<file path="src/core/serial_port_pkg.sv">
// Shared constants for the byte-wide serial port register block.
package serial_port_pkg;

  // Register indices as printed; the byte address is four times the index.
  localparam logic [7:0]  IDX_CONTROL = 8'h10;
  localparam logic [7:0]  IDX_STATUS  = 8'h11;
  localparam logic [7:0]  IDX_DATA    = 8'h12;
  localparam logic [31:0] ADDR_CONTROL = {22'h000000, IDX_CONTROL, 2'h0};
  localparam logic [31:0] ADDR_STATUS  = {22'h000000, IDX_STATUS, 2'h0};
  localparam logic [31:0] ADDR_DATA    = {22'h000000, IDX_DATA, 2'h0};

  // Control register field positions.
  localparam int CTL_RX_FULL_IRQ_EN = 7;
  localparam int CTL_MASTER_SELECT  = 5;
  localparam int CTL_CLOCK_POLARITY = 4;
  localparam int CTL_CLOCK_PHASE    = 3;
  localparam int CTL_WIRED_OR_MODE  = 2;
  localparam int CTL_PORT_ENABLE    = 1;
  localparam int CTL_TX_EMPTY_IRQ_EN = 0;

  // Status and control register field positions.
  localparam int STS_RX_FULL_FLAG    = 7;
  localparam int STS_ERROR_IRQ_EN    = 6;
  localparam int STS_OVERRUN_FLAG    = 5;
  localparam int STS_MODE_FAULT_FLAG = 4;
  localparam int STS_TX_EMPTY_FLAG   = 3;
  localparam int STS_MODE_FAULT_DETECT_EN = 2;
  localparam int STS_RATE_SELECT_HI  = 1;
  localparam int STS_RATE_SELECT_LO  = 0;

  // Values after reset.
  localparam logic [7:0] CONTROL_RESET = 8'h28;
  localparam logic [7:0] STATUS_RESET  = 8'h08;

  // Rate divisors for rate select codes 00, 01, 10 and 11.
  localparam logic [7:0] RATE_DIVISOR_0 = 8'h02;
  localparam logic [7:0] RATE_DIVISOR_1 = 8'h08;
  localparam logic [7:0] RATE_DIVISOR_2 = 8'h20;
  localparam logic [7:0] RATE_DIVISOR_3 = 8'h80;

  // Sixteen serial clock edges in one byte; this is the index of the last one.
  localparam logic [3:0] LAST_EDGE = 4'hF;

  // AHB-Lite transfer type bit that marks an active transfer, and the OKAY answer.
  localparam int          HTRANS_ACTIVE_BIT = 1;
  localparam logic        HRESP_OKAY = 1'b0;

endpackage

</file>
<file path="src/core/serial_port_core.sv">
// Byte-wide serial port, master or slave, with its registers on an AHB-Lite slave.
// How it works
// Receive-full and transmit-empty raise the interrupt only under their own enables.
// Master-select 1 gives master, 0 slave; reset leaves it at master.
// Polarity sets idle clock level, reset 0; phase sets sampling, reset 1.
// Both ends share polarity and phase; phase 0 needs select high between bytes.
// Slave phase 0: falling select starts transfer and drives the top bit out.
// Once a slave transfer runs, new transmit data waits in the buffer.
// Slave phase 1: first clock edge starts transfer; select may stay low.
// Slave with select high floats its output and ignores clocks, state kept.
// Wired-OR mode makes clock and both data pins open drain, else push-pull.
// Port runs only while enabled; clearing enable resets the transfer logic.
// Receive-full sets on each received byte; any data read or reset clears it.
// Error interrupt enable gates overrun and mode-fault interrupts; reset clears it.
// Byte arriving while receive full sets overrun, keeps old; status then data read clears.
// Detection on: slave select rising mid-transfer, or master select low, sets mode fault.
// Status read with mode fault set, then control write, clears it; detect-off does not.
// Detection off: master ignores select and releases it; slave still uses select.
// Transmit-empty sets on each buffer load, within two cycles when idle; reset sets it.
// Software writes data only while transmit-empty is high.
// Master rate codes pick divisor 2, 8, 32, 128; clock is base over twice that.
// Data writes go to transmit buffer, reads come from separate receive buffer.
// One interrupt output, high while any enabled flag is set.
//
// The AHB-Lite register port is this design's own decision.
`timescale 1ns/100ps
`default_nettype none

module serial_port_core (
  input  wire logic        hclk,
  input  wire logic        hresetn,
  input  wire logic        hsel,
  input  wire logic [31:0] haddr,
  input  wire logic [1:0]  htrans,
  input  wire logic        hwrite,
  input  wire logic [2:0]  hsize,
  input  wire logic [31:0] hwdata,
  input  wire logic        hready,
  output logic             hreadyout,
  output logic             hresp,
  output logic [31:0]      hrdata,
  input  wire logic        sck_in,
  output logic             sck_out,
  output logic             sck_oe,
  input  wire logic        mosi_in,
  output logic             mosi_out,
  output logic             mosi_oe,
  input  wire logic        miso_in,
  output logic             miso_out,
  output logic             miso_oe,
  input  wire logic        select_n_in,
  output logic             select_released,
  output logic             irq
);

  ////////////////////////////////////////////////////////////////////////////////
  // Declarations.
  logic        rx_full_irq_en_r;
  logic        master_select_r;
  logic        clock_polarity_r;
  logic        clock_phase_r;
  logic        wired_or_mode_r;
  logic        port_enable_r;
  logic        tx_empty_irq_en_r;
  logic        error_irq_en_r;
  logic        mode_fault_detect_en_r;
  logic [1:0]  rate_select_r;
  logic        rx_full_flag_r;
  logic        overrun_flag_r;
  logic        mode_fault_flag_r;
  logic        overrun_armed_r;
  logic        mode_fault_armed_r;
  logic [7:0]  tx_buf_r;
  logic        tx_full_r;
  logic [7:0]  rx_buf_r;
  logic [7:0]  shift_r;
  logic        rx_bit_r;
  logic        active_r;
  logic [3:0]  edge_cnt_r;
  logic [7:0]  div_cnt_r;
  logic        sck_toggle_r;
  logic        sck_prev_r;
  logic        select_prev_r;
  logic        wr_pend_r;
  logic [31:0] wr_addr_r;
  logic [31:0] hrdata_r;
  logic        take;
  logic        rd_take;
  logic        rd_data;
  logic        rd_status;
  logic        wr_control;
  logic        wr_status;
  logic        wr_data;
  logic        master_mode;
  logic        slave_mode;
  logic [7:0]  rate_divisor;
  logic        master_tick;
  logic        slave_edge;
  logic        slave_start_ph0;
  logic        slave_start_ph1;
  logic        edge_ev;
  logic        sample_edge;
  logic        shift_edge;
  logic        byte_done;
  logic        in_bit;
  logic [7:0]  rx_byte;
  logic        load;
  logic        master_fault;
  logic        slave_fault;
  logic        sck_level;
  logic        miso_drive;
  logic [7:0]  control_val;
  logic [7:0]  status_val;
  // Maps a rate select code to its divisor.
  function automatic logic [7:0] divisor_of(input logic [1:0] code);
    logic [7:0] d;
    d = serial_port_pkg::RATE_DIVISOR_0;
    unique case (code)
      2'h0: d = serial_port_pkg::RATE_DIVISOR_0;
      2'h1: d = serial_port_pkg::RATE_DIVISOR_1;
      2'h2: d = serial_port_pkg::RATE_DIVISOR_2;
      2'h3: d = serial_port_pkg::RATE_DIVISOR_3;
    endcase
    return d;
  endfunction
  // Drives a pin push-pull, or only low when wired-OR mode is on.
  function automatic logic [1:0] pin_drive(input logic drive, input logic val,
                                           input logic open_drain);
    logic [1:0] r;
    r = {drive, val};
    if (open_drain) begin
      r = {drive & ~val, 1'b0};
    end
    return r;
  endfunction

  ////////////////////////////////////////////////////////////////////////////////
  // Bus decode. Reads are answered from the address phase so no wait state is needed.
  assign take      = hsel & hready & htrans[serial_port_pkg::HTRANS_ACTIVE_BIT];
  assign rd_take   = take & ~hwrite;
  assign rd_data   = rd_take & (haddr == serial_port_pkg::ADDR_DATA);
  assign rd_status = rd_take & (haddr == serial_port_pkg::ADDR_STATUS);
  assign wr_control = wr_pend_r & (wr_addr_r == serial_port_pkg::ADDR_CONTROL);
  assign wr_status  = wr_pend_r & (wr_addr_r == serial_port_pkg::ADDR_STATUS);
  assign wr_data    = wr_pend_r & (wr_addr_r == serial_port_pkg::ADDR_DATA);
  assign hreadyout = 1'b1;
  assign hresp     = serial_port_pkg::HRESP_OKAY;
  assign hrdata    = hrdata_r;
  // Captures the address phase of a write for use in its data phase.
  always_ff @(posedge hclk or negedge hresetn) begin
    if (!hresetn) begin
      wr_pend_r <= 1'b0;
      wr_addr_r <= 32'h00000000;
    end else begin
      wr_pend_r <= take & hwrite;
      wr_addr_r <= haddr;
    end
  end
  // Read values; reserved and unmapped bits read as zero.
  always_comb begin
    control_val = 8'h00;
    control_val[serial_port_pkg::CTL_RX_FULL_IRQ_EN] = rx_full_irq_en_r;
    control_val[serial_port_pkg::CTL_MASTER_SELECT]  = master_select_r;
    control_val[serial_port_pkg::CTL_CLOCK_POLARITY] = clock_polarity_r;
    control_val[serial_port_pkg::CTL_CLOCK_PHASE]    = clock_phase_r;
    control_val[serial_port_pkg::CTL_WIRED_OR_MODE]  = wired_or_mode_r;
    control_val[serial_port_pkg::CTL_PORT_ENABLE]    = port_enable_r;
    control_val[serial_port_pkg::CTL_TX_EMPTY_IRQ_EN] = tx_empty_irq_en_r;
    status_val = 8'h00;
    status_val[serial_port_pkg::STS_RX_FULL_FLAG]    = rx_full_flag_r;
    status_val[serial_port_pkg::STS_ERROR_IRQ_EN]    = error_irq_en_r;
    status_val[serial_port_pkg::STS_OVERRUN_FLAG]    = overrun_flag_r;
    status_val[serial_port_pkg::STS_MODE_FAULT_FLAG] = mode_fault_flag_r;
    status_val[serial_port_pkg::STS_TX_EMPTY_FLAG]   = ~tx_full_r;
    status_val[serial_port_pkg::STS_MODE_FAULT_DETECT_EN] = mode_fault_detect_en_r;
    status_val[serial_port_pkg::STS_RATE_SELECT_HI]  = rate_select_r[1];
    status_val[serial_port_pkg::STS_RATE_SELECT_LO]  = rate_select_r[0];
  end
  // Read data register, loaded at the address phase edge.
  always_ff @(posedge hclk or negedge hresetn) begin
    if (!hresetn) begin
      hrdata_r <= 32'h00000000;
    end else if (rd_take) begin
      if (haddr == serial_port_pkg::ADDR_CONTROL) begin
        hrdata_r <= {24'h000000, control_val};
      end else if (haddr == serial_port_pkg::ADDR_STATUS) begin
        hrdata_r <= {24'h000000, status_val};
      end else if (haddr == serial_port_pkg::ADDR_DATA) begin
        hrdata_r <= {24'h000000, rx_buf_r};
      end else begin
        hrdata_r <= 32'h00000000;
      end
    end
  end

  ////////////////////////////////////////////////////////////////////////////////
  // Control bits. A master mode fault drops the enable so two masters stop fighting.
  always_ff @(posedge hclk or negedge hresetn) begin
    if (!hresetn) begin
      rx_full_irq_en_r  <= serial_port_pkg::CONTROL_RESET[serial_port_pkg::CTL_RX_FULL_IRQ_EN];
      master_select_r   <= serial_port_pkg::CONTROL_RESET[serial_port_pkg::CTL_MASTER_SELECT];
      clock_polarity_r  <= serial_port_pkg::CONTROL_RESET[serial_port_pkg::CTL_CLOCK_POLARITY];
      clock_phase_r     <= serial_port_pkg::CONTROL_RESET[serial_port_pkg::CTL_CLOCK_PHASE];
      wired_or_mode_r   <= serial_port_pkg::CONTROL_RESET[serial_port_pkg::CTL_WIRED_OR_MODE];
      port_enable_r     <= serial_port_pkg::CONTROL_RESET[serial_port_pkg::CTL_PORT_ENABLE];
      tx_empty_irq_en_r <= serial_port_pkg::CONTROL_RESET[serial_port_pkg::CTL_TX_EMPTY_IRQ_EN];
    end else begin
      if (wr_control) begin
        rx_full_irq_en_r  <= hwdata[serial_port_pkg::CTL_RX_FULL_IRQ_EN];
        master_select_r   <= hwdata[serial_port_pkg::CTL_MASTER_SELECT];
        clock_polarity_r  <= hwdata[serial_port_pkg::CTL_CLOCK_POLARITY];
        clock_phase_r     <= hwdata[serial_port_pkg::CTL_CLOCK_PHASE];
        wired_or_mode_r   <= hwdata[serial_port_pkg::CTL_WIRED_OR_MODE];
        port_enable_r     <= hwdata[serial_port_pkg::CTL_PORT_ENABLE];
        tx_empty_irq_en_r <= hwdata[serial_port_pkg::CTL_TX_EMPTY_IRQ_EN];
      end
      if (master_fault) begin
        port_enable_r <= 1'b0;
      end
    end
  end
  // Writable bits of the status and control register.
  always_ff @(posedge hclk or negedge hresetn) begin
    if (!hresetn) begin
      error_irq_en_r <= serial_port_pkg::STATUS_RESET[serial_port_pkg::STS_ERROR_IRQ_EN];
      mode_fault_detect_en_r <=
        serial_port_pkg::STATUS_RESET[serial_port_pkg::STS_MODE_FAULT_DETECT_EN];
      rate_select_r <= serial_port_pkg::STATUS_RESET[serial_port_pkg::STS_RATE_SELECT_HI:
                                                      serial_port_pkg::STS_RATE_SELECT_LO];
    end else if (wr_status) begin
      error_irq_en_r <= hwdata[serial_port_pkg::STS_ERROR_IRQ_EN];
      mode_fault_detect_en_r <= hwdata[serial_port_pkg::STS_MODE_FAULT_DETECT_EN];
      rate_select_r <= hwdata[serial_port_pkg::STS_RATE_SELECT_HI:
                              serial_port_pkg::STS_RATE_SELECT_LO];
    end
  end

  ////////////////////////////////////////////////////////////////////////////////
  // Transfer engine decode.
  assign master_mode  = port_enable_r & master_select_r;
  assign slave_mode   = port_enable_r & ~master_select_r;
  assign rate_divisor = divisor_of(rate_select_r);
  // Each tick is half a serial clock period, so the period is twice the divisor.
  assign master_tick  = master_mode & active_r & (div_cnt_r == rate_divisor - 8'h01);
  // A deselected slave sees no clock edges at all.
  assign slave_edge   = slave_mode & ~select_n_in & (sck_in != sck_prev_r);
  assign slave_start_ph0 = slave_mode & ~active_r & ~clock_phase_r
                           & select_prev_r & ~select_n_in;
  assign slave_start_ph1 = ~active_r & clock_phase_r & slave_edge;
  assign edge_ev     = active_r ? (master_mode ? master_tick : slave_edge) : slave_start_ph1;
  assign sample_edge = edge_ev & (edge_cnt_r[0] == clock_phase_r);
  assign shift_edge  = edge_ev & ~sample_edge & (edge_cnt_r != 4'h0);
  assign byte_done   = edge_ev & (edge_cnt_r == serial_port_pkg::LAST_EDGE);
  assign in_bit      = master_select_r ? miso_in : mosi_in;
  assign rx_byte     = {shift_r[6:0], clock_phase_r ? in_bit : rx_bit_r};
  // An active slave holds the buffer until its byte is over.
  assign load        = port_enable_r & tx_full_r & ~active_r;
  assign master_fault = master_mode & mode_fault_detect_en_r & ~select_n_in;
  assign slave_fault  = slave_mode & mode_fault_detect_en_r & active_r
                        & select_n_in & ~select_prev_r;
  // Transfer state, edge counter and clock divider; disabling is a partial reset.
  always_ff @(posedge hclk or negedge hresetn) begin
    if (!hresetn) begin
      active_r     <= 1'b0;
      edge_cnt_r   <= 4'h0;
      div_cnt_r    <= 8'h00;
      sck_toggle_r <= 1'b0;
    end else if (!port_enable_r) begin
      active_r     <= 1'b0;
      edge_cnt_r   <= 4'h0;
      div_cnt_r    <= 8'h00;
      sck_toggle_r <= 1'b0;
    end else begin
      if (master_mode & load) begin
        active_r <= 1'b1;
      end else if (slave_start_ph0 | slave_start_ph1) begin
        active_r <= ~byte_done;
      end else if (byte_done) begin
        active_r <= 1'b0;
      end
      if (edge_ev) begin
        edge_cnt_r <= edge_cnt_r + 4'h1;
      end
      if (master_tick | ~active_r) begin
        div_cnt_r <= 8'h00;
      end else begin
        div_cnt_r <= div_cnt_r + 8'h01;
      end
      if (master_tick) begin
        sck_toggle_r <= ~sck_toggle_r;
      end
    end
  end
  // Edge detectors on the slave clock and select inputs.
  always_ff @(posedge hclk or negedge hresetn) begin
    if (!hresetn) begin
      sck_prev_r    <= 1'b0;
      select_prev_r <= 1'b1;
    end else begin
      sck_prev_r    <= sck_in;
      select_prev_r <= select_n_in;
    end
  end
  // Shift register: sample on one edge, shift on the other.
  always_ff @(posedge hclk or negedge hresetn) begin
    if (!hresetn) begin
      shift_r  <= 8'h00;
      rx_bit_r <= 1'b0;
    end else begin
      if (load) begin
        shift_r <= tx_buf_r;
      end else if (shift_edge) begin
        shift_r <= {shift_r[6:0], rx_bit_r};
      end
      if (sample_edge) begin
        rx_bit_r <= in_bit;
      end
    end
  end

  ////////////////////////////////////////////////////////////////////////////////
  // Buffers. Neither is reset, as software may still read the last byte.
  always_ff @(posedge hclk) begin
    if (wr_data) begin
      tx_buf_r <= hwdata[7:0];
    end
    if (byte_done & ~rx_full_flag_r) begin
      rx_buf_r <= rx_byte;
    end
  end
  // Transmit full, seen by software as transmit-empty; a write needs the flag high.
  always_ff @(posedge hclk or negedge hresetn) begin
    if (!hresetn) begin
      tx_full_r <= ~serial_port_pkg::STATUS_RESET[serial_port_pkg::STS_TX_EMPTY_FLAG];
    end else if (!port_enable_r) begin
      tx_full_r <= 1'b0;
    end else if (wr_data) begin
      tx_full_r <= 1'b1;
    end else if (load) begin
      tx_full_r <= 1'b0;
    end
  end

  ////////////////////////////////////////////////////////////////////////////////
  // Flags. Hardware setting always wins over a clear in the same cycle.
  always_ff @(posedge hclk or negedge hresetn) begin
    if (!hresetn) begin
      rx_full_flag_r <= 1'b0;
    end else if (byte_done) begin
      rx_full_flag_r <= 1'b1;
    end else if (rd_data) begin
      rx_full_flag_r <= 1'b0;
    end
  end
  // Overrun: armed by a status read that sees it, cleared by a later data read.
  always_ff @(posedge hclk or negedge hresetn) begin
    if (!hresetn) begin
      overrun_flag_r  <= 1'b0;
      overrun_armed_r <= 1'b0;
    end else if (byte_done & rx_full_flag_r) begin
      overrun_flag_r  <= 1'b1;
      overrun_armed_r <= 1'b0;
    end else if (rd_data & overrun_armed_r) begin
      overrun_flag_r  <= 1'b0;
      overrun_armed_r <= 1'b0;
    end else if (rd_status & overrun_flag_r) begin
      overrun_armed_r <= 1'b1;
    end
  end
  // Mode fault: armed by a status read, cleared by a later control write.
  always_ff @(posedge hclk or negedge hresetn) begin
    if (!hresetn) begin
      mode_fault_flag_r  <= 1'b0;
      mode_fault_armed_r <= 1'b0;
    end else if (master_fault | slave_fault) begin
      mode_fault_flag_r  <= 1'b1;
      mode_fault_armed_r <= 1'b0;
    end else if (wr_control & mode_fault_armed_r) begin
      mode_fault_flag_r  <= 1'b0;
      mode_fault_armed_r <= 1'b0;
    end else if (rd_status & mode_fault_flag_r) begin
      mode_fault_armed_r <= 1'b1;
    end
  end

  ////////////////////////////////////////////////////////////////////////////////
  // Pins and interrupt.
  assign sck_level  = clock_polarity_r ^ sck_toggle_r;
  assign miso_drive = slave_mode & ~select_n_in;
  assign {sck_oe, sck_out}   = pin_drive(master_mode, sck_level, wired_or_mode_r);
  assign {mosi_oe, mosi_out} = pin_drive(master_mode, shift_r[7], wired_or_mode_r);
  assign {miso_oe, miso_out} = pin_drive(miso_drive, shift_r[7], wired_or_mode_r);
  // Select is free for general use when disabled or a master without detection.
  assign select_released = ~port_enable_r | (master_select_r & ~mode_fault_detect_en_r);
  assign irq = (rx_full_flag_r & rx_full_irq_en_r) | (~tx_full_r & tx_empty_irq_en_r)
             | ((overrun_flag_r | mode_fault_flag_r) & error_irq_en_r);
endmodule

`default_nettype wire

</file>
<file path="config.mk">
export PLATFORM = sky130hd
export DESIGN_NAME = serial_port_core
export DESIGN_NICKNAME = d
export VERILOG_FILES = /design/src/core/serial_port_pkg.sv /design/src/core/serial_port_core.sv
export SDC_FILE = /design/constraint.sdc
export NUM_CORES = 1
export LEC_CHECK = 0
export BUFFER_PORTS_ARGS = -buffer_cell sky130_fd_sc_hd__buf_4
export CORE_MARGIN = 8
export CORE_UTILIZATION = 50
export DETAILED_ROUTE_END_ITERATION = 6
export HOLD_SLACK_MARGIN = 0.05
export PLACE_DENSITY = 0.77
export SYNTH_ARGS = -nofsm -noshare
export SYNTH_HDL_FRONTEND = slang
export SYNTH_SLANG_ARGS = --single-unit
export TNS_END_PERCENT = 30
</file>
<file path="constraint.sdc">
create_clock -name hclk -period 4.1 [get_ports hclk]
set_input_delay 0.41 -clock hclk [delete_from_list [all_inputs] [get_ports hclk]]
set_output_delay 0.41 -clock hclk [all_outputs]
set_load 0.02 [all_outputs]
</file>
## After elaboration in Yosys (flattened, before gate mapping)

Index checks and enable logic that the tools add are counted.

- Add/subtract/negate cells: 3
- Eq/ne operators: 17
- Muxes and demuxes: 40
- Bitwise operators: 70
- Reductions and logical operators: 9

Operators with widths:

| cell | number |
|---|---|
| == test 32 x 7 -> 1 bit (second input constant) | 6 |
| 2-to-1 mux 32 bit | 2 |
| bitwise AND 1 bit | 47 |
| 2-to-1 mux 8 bit | 5 |
| one-hot mux 8 bit (4 select lines) | 1 |
| 2-to-1 mux 1 bit | 27 |
| inverter 1 bit | 15 |
| nonzero test 2 bit | 5 |
| adder 8 x 1 -> 8 bit (second input constant) | 1 |
| == test 8 bit | 1 |
| 2-to-1 mux 4 bit | 2 |
| subtractor 8 x 1 -> 8 bit (second input constant) | 1 |
| bitwise OR 1 bit | 7 |
| 2-to-1 mux 2 bit | 3 |
| nonzero test 3 bit | 2 |
| adder 4 x 1 -> 4 bit (second input constant) | 1 |
| == test 2 bit (second input constant) | 2 |
| == test 4 bit (second input constant) | 1 |
| inequality test 2 x 1 -> 1 bit (second input constant) | 2 |
| inequality test 4 x 1 -> 1 bit (second input constant) | 1 |
| nonzero test 4 bit | 1 |
| inequality test 3 x 1 -> 1 bit (second input constant) | 1 |
| == test 2 x 1 -> 1 bit (second input constant) | 1 |
| logical NOT 2 bit | 1 |
| other kinds (3) | 3 |

- Register bits: 123
- Input bits: 78
- Output and inout port bits: 42
- Word-level logic and storage cells: 168

## Longest topological paths before layout

Gate-level depths: netlist of the first run.

- Word-level depth: 13
- Depth in mapped cells: 8
- Gate-level depth less buffers: 7

## Least setup slack after synthesis of the first run

No wires, ideal clock.

- Kind: reg-to-reg
- From: register rate_select_r[1]
- To: register rx_buf_r[0], enable pin
- Setup time: 0.370 ns
- Data arrival time: 2.143 ns
- Data required time: 3.730 ns
- Setup slack: 1.587 ns
- Cell stages (with the launch flop): 8
- Buffers on the path: 0
- Period minus slack after synthesis: 2.513 ns
- Path through: dfrtp_1 -> or2_2 -> ha_1 -> xnor2_1 -> nor4_1 -> o21a_2 -> o2111ai_1 -> nor2_1

- Longest elaborated chain between the ends: 9
- Elaborated cells between the ends (all ways): 12
- Classes of those cells: add/sub (1); eq/ne (4); mux (3); bitwise (3); reduce/logical (1)

RTL lines:

| item | line | source |
|---|---|---|
| start: declaration | serial_port_core.sv:67 | `logic [1:0] rate_select_r;` |
| start signal: assignment | serial_port_core.sv:228 | `rate_select_r <= serial_port_pkg::STATUS_RESET[serial_port_pkg::STS_RATE_SELECT_HI:` |
| start signal: assignment | serial_port_core.sv:233 | `rate_select_r <= hwdata[serial_port_pkg::STS_RATE_SELECT_HI:` |
| == test 2 bit, or another cell as far along | serial_port_core.sv:118 | `unique case (code)` |
| one-hot mux 8 bit (4 select lines) (*) | serial_port_core.sv:118 |  |
| subtractor 8 x 1 -> 8 bit (*) | serial_port_core.sv:244 | `assign master_tick = master_mode & active_r & (div_cnt_r == rate_divisor - 8'h01);` |
| == test 8 bit (*) | serial_port_core.sv:244 |  |
| bitwise AND 1 bit (*) | serial_port_core.sv:244 |  |
| 2-to-1 mux 1 bit (*) (2 in a row) | serial_port_core.sv:250 | `assign edge_ev = active_r ? (master_mode ? master_tick : slave_edge) : slave_start_ph1;` |
| bitwise AND 1 bit (*) | serial_port_core.sv:253 | `assign byte_done = edge_ev & (edge_cnt_r == serial_port_pkg::LAST_EDGE);` |
| bitwise AND 1 bit (*) | serial_port_core.sv:327 | `if (byte_done & ~rx_full_flag_r) begin` |
| end signal: assignment | serial_port_core.sv:328 | `rx_buf_r <= rx_byte;` |
| end: declaration | serial_port_core.sv:75 | `logic [7:0] rx_buf_r;` |

Mark *: on every way between the ends. The rest lies on a longest branch, timed or not. The select of a mux whose other input is x is not followed.
A chain may end at the register's enable or synchronous reset.

## Final worst setup path of the first run

- From: register rate_select_r[0]
- To: register rx_buf_r[0], enable pin

Same word-level chain as after synthesis.

==> summary.md, run 1 <==
| Metric | Value |
|---|---|
| Final Setup Violations | 0 |
| Vias per inst | 5.266 |
| Gp weighted congestion | 0.8142 |
| Fin crit share | 73.68% |
| DRC errors left | 0 |
| Post-layout util | 58.34% |
| Worst EP arrival | 3020 ps |
| Vias in the first global route | 2,882 |
| Register area share after synthesis | 58.99% |
| Max_slew headroom | 22.18% |
| Critical Path Source Type | flop |
| Pwr per Cell Area | 333.2 nW/µm² |
| Crit-path max FO | 11 |
| CTS buffer count | 9 |
| Commonest non-fill, non-tap cell in the layout | dfrtp_1 |
| Req. time, crit path | 4100 ps |
| Max Root-Sink Buffers | 2 |
| Max cap viols | 0 |
| Row cnt | 34 |
| Reg clk slew, reported paths | 90 ps |
| EDFF count, synth | 16 |
| CP delay by family, top | simple AND/OR/NAND/NOR gates |
| Fmax | 331.0 MHz |
| Post-CTS setup buffers | 0 |
| DRT Pass-1 Iters | 4 |
| Clock Sinks | 99 |
| Final WL | 9.088 mm |
| Final-layout fill cell count | 729 |
| DP Worst Slack | 1106 ps |
| Via count | 2,849 |
| Dominant combinational cell family by area after synthesis | simple AND/OR/NAND/NOR gates |
| Clock Skew | 6.984 ps |
| Synth warnings | 0 |
| Setup ws final | 1079 ps |
| Final nets | 510 |
| Die Area | 11,920 µm² |
| Post-synthesis cell area | 4342 µm² |
| Post-synthesis mux area share | 8.530% |
| Synth unique cells | 57 |
| Post-synthesis xor/xnor area fraction | 2.421% |
| Most frequent cells in the layout | 80 x dfrtp_1, 66 x buf_4, 26 x nor2_1, 26 x conb_1, 25 x nand2_1 |
| Wire length per cell | 16.80 µm |
| CTS tree | yes |
| Grt ovf | 0 |
| CP cell instances | or2_2 > ha_1 > xnor2_1 > nor4_1 > o21a_2 > o2111ai_1 > nor2_1 |
| IO Count | 120 |
| GRT Overall Usage | 15.35% |
| Die X | 109.2 µm |
| Clock Tree Root | clkbuf_8 |
| Depth of the CTS H-tree | 3 |
| Endpoints failing hold | 0 |
| Final Max Tran Viols | 0 |
| Post-route ant nets | 0 |
| Cells after Synth | 365 |
| P&R area growth vs syn | 14.90% |
| Hold Buf Count CTS | 0 |
| Post-DP HPWL | 6.831 mm |
| Compound-cell area share of the yosys netlist | 7.522% |
| Synthesized-area fraction occupied by adder cells | 1.153% |
| Slew at the pin with the worst max-slew slack | 1158 ps |
| Die Ht | 109.2 µm |
| Slowest-stage cell, CP | nor2_1 |
| Hold Crit Class | in2reg |
| Final Power | 1.662 mW |
| Asr flop ratio synth | 83.84% |
| Max VDD drop | 169.4 µV |
| #FFs+latches synth | 99 |
| Critical path buffers and inverters | 0 |
| Most used flip-flop cell after synthesis | dfrtp_1 |
| Post-synthesis simple-gate area fraction | 14.50% |
| Skew-Pair Late Insertion Delay | 350 ps |
| Path type of the worst setup path | reg2reg |
| Average size of a mapped cell | 11.89 µm² |
| Layout cells sized above 1 | 27.48% |
| Initial antenna violation count | 0 |
| CP max stage delay | 510 ps |
| Min cycle time layout | 3021 ps |
| RSZ-0062 raised after global routing | false |
| Initial DRC Count | 159 |
| Port Buffer Count | 65 |
| PostCTS Resize Cnt | 0 |
| CP endpoint kind | flop |
| Status | completed |
| Pin count of the biggest net entering global routing | 84 |
| LEAKAGE | 2.326 nW |
| Initial Util | 50.78% |
| Core Footprint | 8551 µm² |
| Setup TNS | 0 ps |
| First-pass GRT wire length | 14.35 mm |
| Min Hold Slack | 162.9 ps |
| Antenna Cells | 0 |
-- path summary, 6_finish.rpt --
path                             startpoint            end  slack [ps]  depth (start not counted)
max                        rate_select_r[0]    rx_buf_r[0]        1080                          7
min                               haddr[31]  wr_addr_r[31]         160                          1
max reg2reg                rate_select_r[0]    rx_buf_r[0]        1080                          7
min reg2reg                    div_cnt_r[0]   div_cnt_r[0]         480                          1
max in group asynchronous           hresetn   div_cnt_r[7]        3240                          1
min in group asynchronous           hresetn  wr_addr_r[23]         210                          1
-- report_power, final --
| group | switching, mW | total [mW] | internal (mW) |
|---|---|---|---|
| Sequential | 0.00606 | 1.02 | 1.01 |
| Combinational | 0.0607 | 0.0974 | 0.0366 |
| Clock | 0.324 | 0.545 | 0.221 |
-- layer usage --
layer	routed length (µm)	global-route usage (%)
met5	0	0
met1	4076	19.90
met4	125	4.339
met3	762	4.137
met2	4123	24.78
-- stage by stage --
step | cells | cell area [µm²]
after floorplan | 389 | 4432
after global placement | 525 | 4821
after detailed placement | 525 | 4821
after CTS | 541 | 4989
after global routing | 541 | 4989
final | 541 | 4989
-- synthesized netlist by cell type, types with 2 or more instances --
library cell / instances / area share [%]
nor4b_1: 3 / 0.61
o2111ai_1: 2 / 0.40
buf_2: 2 / 0.23
conb_1: 2 / 0.17
nand4_1: 8 / 1.2
nand2b_1: 3 / 0.43
nor2b_1: 4 / 0.58
mux2i_1: 10 / 2.3
o21ai_0: 16 / 1.8
edfxtp_1: 16 / 11
nor3b_1: 2 / 0.35
clkbuf_1: 5 / 0.43
mux2_2: 24 / 6.2
xor2_1: 5 / 1.0
nor2_1: 26 / 2.2
o211ai_1: 3 / 0.52
dfrtp_1: 80 / 46
nand2_1: 25 / 2.2
nand3b_1: 2 / 0.35
buf_4: 27 / 4.7
buf_1: 3 / 0.26
or3_1: 2 / 0.29
dfstp_2: 3 / 1.8
nor4_1: 15 / 2.2
a21oi_1: 18 / 2.1
ha_1: 4 / 1.2
inv_1: 10 / 0.86
nand3_1: 7 / 0.81
and3_1: 3 / 0.43
nand4b_1: 2 / 0.40
xnor2_1: 7 / 1.4
-- area by class of cell --
type	instances	area (µm²)	share of cell area (%)
Multi-Input combinational cell	242	1592	31.90
Tap cell	108	135.1	2.709
Timing Repair Buffer	66	495.5	9.932
Clock buffer	10	127.6	2.558
Clock inverter	6	40.04	0.8026
Sequential cell	99	2561	51.34
Inverter	10	37.54	0.7524
-- registers in the layout, summed over array words and instances, names as in the netlist, 2 cells and up --
register	flops
hrdata	8
tx_buf_r	8
wr_addr_r	32
rate_select_r	2
rx_buf_r	8
div_cnt_r	8
shift_r	8
edge_cnt_r	4
-- cell families (layout without fill, tap and decap cells) --
| kind of cell | after synthesis | count (layout) |
|---|---|---|
| AO/OA/AOI/OAI | 53 | 53 |
| adder cells (fa/ha/maj) | 4 | 4 |
| AND/OR/NAND/NOR | 113 | 113 |
| XOR/XNOR | 12 | 12 |
| buffers and inverters | 48 | 92 |
| multiplexers | 34 | 34 |
| flip-flops | 99 | 99 |
| other | 2 | 26 |
No activity file was read; power rests on OpenSTA's default activity.
==> inputs of run 2 (changes only) <==
--- a/config.mk
+++ b/config.mk
@@ -7,10 +7,10 @@
 export LEC_CHECK = 0
 export BUFFER_PORTS_ARGS = -buffer_cell sky130_fd_sc_hd__buf_4
 export CORE_MARGIN = 8
-export CORE_UTILIZATION = 50
+export CORE_UTILIZATION = 47
 export DETAILED_ROUTE_END_ITERATION = 6
 export HOLD_SLACK_MARGIN = 0.05
-export PLACE_DENSITY = 0.77
+export PLACE_DENSITY = 0.76
 export SYNTH_ARGS = -nofsm -noshare
 export SYNTH_HDL_FRONTEND = slang
 export SYNTH_SLANG_ARGS = --single-unit
==> constraint.sdc (replaced) <==
create_clock -name hclk -period 2.7 [get_ports hclk]
set_input_delay 0.27 -clock hclk [delete_from_list [all_inputs] [get_ports hclk]]
set_output_delay 0.27 -clock hclk [all_outputs]
set_load 0.02 [all_outputs]
==> run 2 against run 1 <==
Against the previous run:
- register-to-register slack got worse by 900 ps
- clock power grew 70%
- critical path depth up 1
- die area increased by 5.4%
- critical path type unchanged
- critical endpoint is now rx_buf_r[1]
- largest cell class unchanged
- largest power group unchanged
==> summary.md, run 2 (same netlist as run 1, synthesis figures left out) <==
| Metric | Value |
|---|---|
| Status | completed |
| Row cnt | 35 (+2.9%) |
| Post-DP HPWL | 7.025 mm (+2.8%) |
| DRC errors left | 0 (unchanged) |
| Crit-path max FO | 8 (-3) |
| P&R area growth vs syn | 24.32% |
| Pin count of the biggest net entering global routing | 84 (unchanged) |
| Final Instance Area | 5398 µm² (+8.2%) |
| Depth of the CTS H-tree | 3 (unchanged) |
| R2r startpoint | rate_select_r[1] |
| Max VDD drop | 262.0 µV (+55%) |
| Initial antenna violation count | 0 (unchanged) |
| Clock Sinks | 99 (unchanged) |
| Fin crit share | 93.38% (+20 points) |
| Slew at the pin with the worst max-slew slack | 1060 ps (-97.64 ps) |
| Final WL | 10.51 mm (+16%) |
| IO Count | 120 (unchanged) |
| R2r endpoint | rx_buf_r[1] |
| Worst EP arrival | 2610 ps (-410 ps) |
| Max_slew headroom | 29.33% (+7.2 points) |
| Hold Crit Class | in2async |
| Via count | 3,065 (+7.6%) |
| Max cap viols | 0 (unchanged) |
| CTS buffer count | 9 (unchanged) |
| Post-route ant nets | 0 (unchanged) |
| GRT Overall Usage | 17.04% (+1.7 points) |
| Die X | 112.1 µm (+2.7%) |
| CTS tree | yes |
| Skew-Pair Late Insertion Delay | 370 ps (+20 ps) |
| Min cycle time layout | 2521 ps (-499.4 ps) |
| Vias in the first global route | 3,262 (+13%) |
| Pwr per Cell Area | 494.4 nW/µm² (+48%) |
| Most frequent cells in the layout | 80 x dfrtp_1, 74 x buf_4, 32 x dlygate4sd3_1, 26 x nor2_1, 26 x conb_1 |
| LEAKAGE | 2.515 nW (+8.1%) |
| Antenna Cells | 0 (unchanged) |
| Min Hold Slack | 59.65 ps (-103.3 ps) |
| PostCTS Resize Cnt | 0 (unchanged) |
| DRT Pass-1 Iters | 4 (unchanged) |
| CP endpoint kind | flop |
| Final Max Tran Viols | 0 (unchanged) |
| Max reg flops | 32 (unchanged) |
| Path type of the worst setup path | reg2reg |
| Max Root-Sink Buffers | 2 (unchanged) |
| Die Area | 12,570 µm² (+5.4%) |
| Clock Skew | 17.43 ps (+10.44 ps) |
| Reg with most FFs | wr_addr_r |
| Req. time, crit path | 2790 ps (-1310 ps) |
| RSZ-0062 raised after global routing | false |
| Grt ovf | 0 (unchanged) |
| Commonest non-fill, non-tap cell in the layout | dfrtp_1 |
| First-pass GRT wire length | 17.09 mm (+19%) |
| Final nets | 550 (+7.8%) |
| Initial Util | 47.66% (-3.1 points) |
| Layout cells sized above 1 | 27.06% (-0.42 points) |
| Clock Tree Root | clkbuf_8 |
| Cell depth of the worst flop-to-flop path | 8 (+1) |
| Core Footprint | 9109 µm² (+6.5%) |
| Placed inst area | 4885 µm² (+1.3%) |
| Fmax | 396.6 MHz (+20%) |
| Wire length per cell | 18.00 µm (+7.2%) |
| Initial DRC Count | 233 (+47%) |
| Post-CTS setup buffers | 0 (unchanged) |
| Critical Path Source Type | flop |
| Vias per inst | 5.248 (-0.34%) |
| Reg clk slew, reported paths | 110 ps (+20 ps) |
| Setup TNS | 0 ps (unchanged) |
| Endpoints failing hold | 0 (unchanged) |
| Gp weighted congestion | 0.7838 (-3.7%) |
| Final Setup Violations | 0 (unchanged) |
| Final Power | 2.669 mW (+61%) |
| Port Buffer Count | 65 (unchanged) |
| R2r setup slk | 180 ps (-900 ps) |
| Die Ht | 112.1 µm (+2.7%) |
run 2: stage by stage:
stage	std cells	setup WS, ps	util, %
2_1_floorplan	389	186.7	-
3_3_place_gp	536	245.7	53.63
5_1_grt	584	25.56	59.26
4_1_cts	584	190.6	59.26
6_report	584	178.6	59.26
3_5_place_dp	536	203.1	53.63
run 2: timing repair:
item,in CTS,in global routing
hold endpoints to repair,32,0
hold buffers,32,0
setup endpoints to repair,0,0
run 2: area by class of cell:
class,instances,area (µm²)
flip-flops and latches,99,2561
clock inverters,6,55.05
multi-input cells,242,1592
well taps,111,138.9
clock buffers,10,137.6
fillers,731,3711
repair buffers,106,875.8
inverters,10,37.54
run 2: routing by layer:
layer / GRT usage, % / up-vias / share of wire [%]
met5: 0 / - / 0
met4: 5.486 / 0 / 1.6
met3: 4.402 / 13 / 5.8
met2: 28.90 / 101 / 49
met1: 20.73 / 1506 / 43
li1: - / 1445 / -
run 2: worst max path at each step:
stage / from / to / slack [ps] / depth (start not counted)
detailed placement: rate_select_r[1] / rx_buf_r[5] / 200 / 8
global placement: rate_select_r[1] / rx_buf_r[4] / 250 / 8
finish: rate_select_r[1] / rx_buf_r[1] / 180 / 8
CTS: rate_select_r[1] / rx_buf_r[5] / 190 / 8
global route: rate_select_r[1] / rx_buf_r[0] / 30 / 8
floorplan: rate_select_r[1] / rx_buf_r[0] / 190 / 7
run 2: worst max-delay path, cell delays in order (launching register included):
cell	delay (ps)
dfrtp_1	440
or2_2	310
ha_1	310
xnor2_1	120
nor4_1	380
o21a_2	230
o2111ai_1	160
nor2_1	120
buf_4	170
run 2: power by group:
part / internal (mW) / switching (mW)
Clock: 0.378 / 0.549
Combinational: 0.0864 / 0.106
Sequential: 1.54 / 0.00991
Total: 2.00 / 0.665
